<file path="src/oem_pkg.sv">
// Package of constants for the on-time efficiency measurement block
`default_nettype none
package oem_pkg;
  // ****************************************
  // Register map (byte addresses)
  // ****************************************
  localparam logic [11:0] OEM_RESULT_ADDR = 12'h000;
  localparam logic [11:0] OEM_CONTROL_ADDR = 12'h004;
  localparam logic [11:0] OEM_IRQ_STATUS_ADDR = 12'h008;
  localparam logic [11:0] OEM_IRQ_MASK_ADDR = 12'h00c;
  localparam logic [11:0] OEM_PERIOD_ADDR = 12'h010;
  localparam int OEM_ADDR_WIDTH = 12;
  // ****************************************
  // Fields and reset values
  // ****************************************
  localparam int OEM_DONE_BIT = 7;
  localparam int OEM_COUNT_WIDTH = 7;
  localparam int OEM_CIRCUIT_EN_BIT = 0;
  localparam int OEM_START_BIT = 1;
  localparam logic [7:0] OEM_RESULT_RESET = 8'h00;
  localparam logic [1:0] OEM_CONTROL_RESET = 2'h0;
  localparam logic [7:0] OEM_PERIOD_RESET = 8'hff;
  localparam logic [1:0] OEM_IRQ_RESET = 2'h0;
  localparam int OEM_IRQ_DONE_BIT = 0;
  localparam int OEM_IRQ_OVF_BIT = 1;
  // ****************************************
  // AHB encodings
  // ****************************************
  localparam logic [1:0] OEM_HTRANS_NONSEQ = 2'h2;
  localparam logic [1:0] OEM_HTRANS_SEQ = 2'h3;
  typedef enum logic [1:0] {OEM_IDLE, OEM_WAIT_EDGE, OEM_MEASURE, OEM_DONE} oem_state_type;
endpackage
`default_nettype wire

</file>
<file path="src/oem_sync.sv">
// Two-flop synchroniser for the switch drive pin
`timescale 1ns/1ps
`default_nettype none
module oem_sync
(
  input wire logic clock_i,
  input wire logic rst_n_i,
  input wire logic async_i,
  output logic sync_o
);
  logic stage1_reg;
  logic stage2_reg;
  always_ff @(posedge clock_i or negedge rst_n_i)
  begin
    if (!rst_n_i)
    begin
      stage1_reg <= 1'b0;
      stage2_reg <= 1'b0;
    end
    else
    begin
      stage1_reg <= async_i;
      stage2_reg <= stage1_reg;
    end
  end
  assign sync_o = stage2_reg;
endmodule
`default_nettype wire

</file>
<file path="src/oem_top.sv">
// On-time efficiency measurement block with AHB-Lite register slave
// Notes on behaviour
// - Count clocks while the high-side switch is on during one switching cycle.
// - Measurement circuitry is powered only while the circuit enable bit is set.
// - Setting the start bit begins one measurement cycle after references.
// - Done flag, bit 7 of result, is set and cleared by hardware only.
// - Done reads 1 after completion, 0 while measurement is incomplete.
// - Whole clock count of the on-time sits in result bits 6 to 0.
//
// Local design decisions: the AHB-Lite slave port and the placing of the registers.
`timescale 1ns/1ps
`default_nettype none
module oem_top
  import oem_pkg::*;
#(
  parameter int COUNT_WIDTH = OEM_COUNT_WIDTH
)
(
  input wire logic clock_i,
  input wire logic rst_n_i,
  input wire logic hsel_i,
  input wire logic [31:0] haddr_i,
  input wire logic [1:0] htrans_i,
  input wire logic hwrite_i,
  input wire logic [2:0] hsize_i,
  input wire logic [31:0] hwdata_i,
  input wire logic hready_i,
  output logic [31:0] hrdata_o,
  output logic hreadyout_o,
  output logic hresp_o,
  input wire logic high_side_on_i,
  output logic circuit_power_o,
  output logic measure_start_bit_o,
  output logic [7:0] pwm_period_value_o,
  output logic irq_o
);
  // ****************************************
  // Bus slave
  // ****************************************
  logic ap_write_reg, ap_write_next;
  logic [OEM_ADDR_WIDTH-1:0] ap_addr_reg, ap_addr_next;
  logic [31:0] rdata_reg, rdata_next;
  logic [1:0] control_reg, control_next;
  logic [7:0] period_reg, period_next;
  logic [1:0] irq_status_reg, irq_status_next;
  logic [1:0] irq_mask_reg, irq_mask_next;
  logic [7:0] result_reg, result_next;
  oem_state_type state_reg, state_next;
  logic drive_on;
  logic drive_prev_reg, drive_prev_next;
  logic take;
  logic status_read;
  logic done_event;
  logic ovf_event;

  assign take = hsel_i && hready_i && (htrans_i == OEM_HTRANS_NONSEQ || htrans_i == OEM_HTRANS_SEQ);

  oem_sync u_sync
  (
    .clock_i(clock_i),
    .rst_n_i(rst_n_i),
    .async_i(high_side_on_i),
    .sync_o(drive_on)
  );

  always_comb
  begin
    ap_write_next = take && hwrite_i;
    ap_addr_next = take ? haddr_i[OEM_ADDR_WIDTH-1:0] : ap_addr_reg;
    control_next = control_reg;
    period_next = period_reg;
    irq_mask_next = irq_mask_reg;
    rdata_next = 32'h0000_0000;
    status_read = 1'b0;
    // Write data arrives in the data phase, one cycle after the address
    if (ap_write_reg)
    begin
      unique case (ap_addr_reg)
        OEM_CONTROL_ADDR: control_next = hwdata_i[1:0];
        OEM_IRQ_MASK_ADDR: irq_mask_next = hwdata_i[1:0];
        OEM_PERIOD_ADDR: period_next = hwdata_i[7:0];
        default: control_next = control_reg;
      endcase
    end
    // Read data registered at the address edge so the data phase has no wait
    // A write still in its data phase is forwarded, so back-to-back reads see it
    if (take && !hwrite_i)
    begin
      unique case (haddr_i[OEM_ADDR_WIDTH-1:0])
        OEM_RESULT_ADDR: rdata_next = {24'h00_0000, result_reg};
        OEM_CONTROL_ADDR: rdata_next = {30'h0000_0000, control_next};
        OEM_IRQ_STATUS_ADDR:
        begin
          rdata_next = {30'h0000_0000, irq_status_reg};
          status_read = 1'b1;
        end
        OEM_IRQ_MASK_ADDR: rdata_next = {30'h0000_0000, irq_mask_next};
        OEM_PERIOD_ADDR: rdata_next = {24'h00_0000, period_next};
        default: rdata_next = 32'h0000_0000;
      endcase
    end
  end

  // ****************************************
  // Measurement engine
  // ****************************************
  always_comb
  begin
    state_next = state_reg;
    result_next = result_reg;
    drive_prev_next = drive_on;
    done_event = 1'b0;
    ovf_event = 1'b0;
    if (!control_reg[OEM_CIRCUIT_EN_BIT])
    begin
      // Circuit unpowered: engine parked, last result kept for firmware
      state_next = OEM_IDLE;
    end
    else
    begin
      unique case (state_reg)
        OEM_IDLE:
          if (control_reg[OEM_START_BIT])
          begin
            result_next = OEM_RESULT_RESET;
            state_next = OEM_WAIT_EDGE;
          end
        OEM_WAIT_EDGE:
          // Wait for a fresh rising edge so a partial on-pulse is never counted
          if (drive_on && !drive_prev_reg)
          begin
            result_next = {1'b0, 7'h01};
            state_next = OEM_MEASURE;
          end
        OEM_MEASURE:
          if (!drive_on)
          begin
            result_next[OEM_DONE_BIT] = 1'b1;
            done_event = 1'b1;
            state_next = OEM_DONE;
          end
          else if (result_reg[COUNT_WIDTH-1:0] == {COUNT_WIDTH{1'b1}})
          begin
            // Saturate rather than wrap; flagged as overflow
            ovf_event = 1'b1;
          end
          else
          begin
            result_next[COUNT_WIDTH-1:0] = result_reg[COUNT_WIDTH-1:0] + 7'h01;
          end
        OEM_DONE:
          if (!control_reg[OEM_START_BIT])
          begin
            state_next = OEM_IDLE;
          end
      endcase
    end
    if (state_reg == OEM_IDLE && control_reg[OEM_START_BIT] && control_reg[OEM_CIRCUIT_EN_BIT])
    begin
      result_next[OEM_DONE_BIT] = 1'b0;
    end
  end

  // ****************************************
  // Interrupts: set wins over read-clear
  // ****************************************
  always_comb
  begin
    irq_status_next = status_read ? OEM_IRQ_RESET : irq_status_reg;
    if (done_event)
    begin
      irq_status_next[OEM_IRQ_DONE_BIT] = 1'b1;
    end
    if (ovf_event)
    begin
      irq_status_next[OEM_IRQ_OVF_BIT] = 1'b1;
    end
  end

  always_ff @(posedge clock_i or negedge rst_n_i)
  begin
    if (!rst_n_i)
    begin
      ap_write_reg <= 1'b0;
      ap_addr_reg <= '0;
      rdata_reg <= 32'h0000_0000;
      control_reg <= OEM_CONTROL_RESET;
      period_reg <= OEM_PERIOD_RESET;
      irq_status_reg <= OEM_IRQ_RESET;
      irq_mask_reg <= OEM_IRQ_RESET;
      result_reg <= OEM_RESULT_RESET;
      state_reg <= OEM_IDLE;
      drive_prev_reg <= 1'b0;
    end
    else
    begin
      ap_write_reg <= ap_write_next;
      ap_addr_reg <= ap_addr_next;
      rdata_reg <= rdata_next;
      control_reg <= control_next;
      period_reg <= period_next;
      irq_status_reg <= irq_status_next;
      irq_mask_reg <= irq_mask_next;
      result_reg <= result_next;
      state_reg <= state_next;
      drive_prev_reg <= drive_prev_next;
    end
  end

  assign hrdata_o = rdata_reg;
  assign hreadyout_o = 1'b1;
  assign hresp_o = 1'b0;
  assign circuit_power_o = control_reg[OEM_CIRCUIT_EN_BIT];
  assign measure_start_bit_o = control_reg[OEM_START_BIT];
  assign pwm_period_value_o = period_reg;
  assign irq_o = |(irq_status_reg & irq_mask_reg);
endmodule
`default_nettype wire

</file>
<file path="config.mk">
export PLATFORM = sky130hd
export DESIGN_NAME = oem_top
export DESIGN_NICKNAME = d
export VERILOG_FILES = /design/src/oem_pkg.sv /design/src/oem_sync.sv /design/src/oem_top.sv
export SDC_FILE = /design/constraint.sdc
export NUM_CORES = 1
export LEC_CHECK = 0
export ABC_AREA = 1
export BUFFER_PORTS_ARGS = -buffer_cell sky130_fd_sc_hd__buf_2
export CAP_MARGIN = 20
export CORE_MARGIN = 8
export CORE_UTILIZATION = 47
export DETAILED_ROUTE_END_ITERATION = 10
export PLACE_DENSITY = 0.85
export RECOVER_POWER = 50
export SLEW_MARGIN = 20
export SYNTH_ARGS = -nofsm -noshare
export SYNTH_HDL_FRONTEND = slang
export SYNTH_HIERARCHICAL = 1
export SYNTH_SLANG_ARGS = --single-unit
</file>
<file path="constraint.sdc">
create_clock -name clock_i -period 2.4 [get_ports clock_i]
set_clock_uncertainty 0.15 [all_clocks]
set_input_delay 0.48 -clock clock_i [delete_from_list [all_inputs] [get_ports clock_i]]
set_output_delay 0.48 -clock clock_i [all_outputs]
set_load 0.01 [all_outputs]
</file>
==> reports/metrics.yaml <==
critical_path:
  worstPathMaxFanout: 8
  path_class: "flip-flop to flip-flop"
  cpPeakStageDelay_ps: 430
  worstPathRequired_ps: 2460
  cp-end-kind: "flip-flop"
  crit_buf_inv: 4
  critPathLaunchType: "flip-flop"
  worst_path_max_delay_cell: "dfrtp_1"
  cp_cell_sequence: "inv_1, ha_1, inv_2, nor2_1, inv_1, nand4_2, a21oi_4, inv_2, nand2_1, o21ai_2"
  cpLargestDelayFamily: "buffers and inverters"
  critical_path_arrival_ps: 2100
clock_network:
  cts-htree-levels: 2
  cts_buffer_depth: 2
  postCtsSetupRepairBufs: 0
  numClockSinks: 48
  cts_resized: 0
  clk_pin_slew_worst_paths_ps: 100
  cts_made_buffers: 5
  cts_root_buf: "clkbuf_8"
  clock_latency_ps: 310
  cts_tree: "built"
power:
  p_leak_nw: 1.54
  finalPower_mw: 1.54
  p_per_area_nw_per_um2: 516
  ir_worst_vdd_mv: 0.377
detailed_routing:
  drc: 0
  wl_per_cell_um: 13.2
  vias_per_cell: 4.95
  wirelength_mm: 5.83
  vias: 2186
  drt_iter0_drc: 116
  first_pass_iters: 4
  ant_nets: 0
final_layout:
  seqCellArea_um2: 1210
  insertedDiodeCount: 0
  nNetsFinal: 449
  multi_input_area_um2: 1180
  largest_reg_flops: 12
  drive_above_1_share: 0.230
  fillers: 501
  area_growth_pct: 11.5
yosys:
  synth.most_common_cell: "nand2_1"
  synth-xor-area-share: 0.00326
  async_reset_ff_frac: 1.00
  synth-seq-cells: 48
  synth-edff-count: 0
  synth_compound_area_frac: 0.0950
  synth.largest_area_cell: "dfrtp_1"
  synthFlopType: "dfrtp_1"
  synth_area_leaders: "dfrtp_1 37%, dfstp_2 7.8%, nand2_1 7.7%"
  synth-simple-area-share: 0.244
  synthCells: 320
  synth_top_family_by_area: "simple AND/OR/NAND/NOR gates"
  ys_top_cells_by_count: "55 x nand2_1, 40 x dfrtp_1, 40 x inv_1"
  synthMuxAreaShare: 0.0377
  ys_seq_area_frac: 0.451
  syn_area_um2: 2690
  avgSynthCellArea_um2: 8.39
  synth_warnings: 6
  synthAdderAreaFrac: 0.0233
  synth_cell_types: 37
  post-synth-top-area-fraction: 0.373
sta:
  setup_violations: 0
  final_hold_viol_count: 0
  worst-slew-pin-transition_ps: 1210
  period_minus_slack_ps: 2030
  slew_viol_final: 0
  worst_slack_ps: 367
  rsz0062_at_grt: "no"
  slew_headroom: 0.191
  finalCritPeriodShare: 0.847
  setup-tns-final_ps: 0
  fmax_ghz: 0.492
global_routing:
  antenna_found_initial: 0
  grtUsageTotal: 0.145
  grt_pass1_wl_mm: 10.1
  grt_max_degree: 29
  first_global_vias: 2280
  gr-total-overflow: 0
die:
  die-area_um2: 8390
  initial_utilization: 0.488
  die_h_um: 91.6
  die_w_um: 91.6
  fp-row-count: 27
  fp.coreArea_um2: 5510
  ios: 120
hold_path:
  hp-class: "primary input to flip-flop"
placed_design:
  post-dp-hpwl_mm: 4.63
  gp_congestion: 0.876
  pre_cts_ws_ps: 381
  portBuffers: 45
job:
  max_cap_viol_count: 0
outcome:
  status: "finished, final reports clean"
==> routing by layer <==
layer,track usage,vias to the layer above,share of wire
met1,0.160,1052,0.42
met2,0.256,55,0.51
li1,-,1074,-
met3,0.0510,5,0.063
met4,0.0368,0,0.0079
met5,0,-,0
==> cell type report <==
cell class              count  area share
repair buffers             48      0.0856
flip-flops and latches     48       0.404
multi-input cells         222       0.394
well taps                  72      0.0301
inverters                  44      0.0551
clock inverters             3     0.00794
clock buffers               5      0.0230
==> worst paths after layout <==
path                              startpoint                    end  slack, ps  depth (start not counted)
setup reg to reg                state_reg[0]          result_reg[1]        370                         10
setup / recovery                state_reg[0]          result_reg[1]        370                         10
max in group asynchronous            rst_n_i  pwm_period_value_o[5]        510                          3
hold / removal                high_side_on_i      u_sync/stage1_reg        130                          1
min in group asynchronous            rst_n_i         ap_addr_reg[8]        790                          2
hold reg to reg            u_sync/stage1_reg          u_sync/sync_o        200                          0
==> stage by stage <==
stage | hold slack (ps) | instances | util | area [um2]
detailed placement | 186 | 433 | 0.526 | 2900
global placement | 184 | 433 | 0.526 | 2900
finish | 126 | 442 | 0.544 | 3000
global route | 115 | 442 | 0.544 | 3000
CTS | 117 | 442 | 0.545 | 3000
floorplan | 34.4 | 344 | - | 2780
==> layout by cell type, fill, tap and decap left out, types with 7 or more instances in the layout <==
cell type / count
buf_2: 43
o21ai_1: 7
nand3_1: 31
dfrtp_1: 40
inv_1: 40
mux2_2: 9
conb_1: 26
nand2_1: 55
dfstp_2: 8
nor2_1: 32
==> where the power goes <==
part	internal (mW)	total, mW	switching (mW)
Combinational	0.0650	0.163	0.0978
Sequential	0.855	0.882	0.0273
Clock	0.207	0.499	0.293
Total	1.13	1.54	0.418
==> what timing repair did <==
| item | 4_1_cts | 5_1_grt |
|---|---|---|
| setup endpoints to repair | 0 | 0 |
| hold buffers | 1 | 0 |
| endpoints found under the hold margin | 14 | 0 |
==> cells by family after synthesis <==
kind of cell / Yosys count
compound gates: 39
xor+xnor: 1
fa+ha+maj: 5
buf+inv: 74
flops: 48
mux: 9
other cells: 2
simple gates: 142
Power figures use the tool's default switching activity.
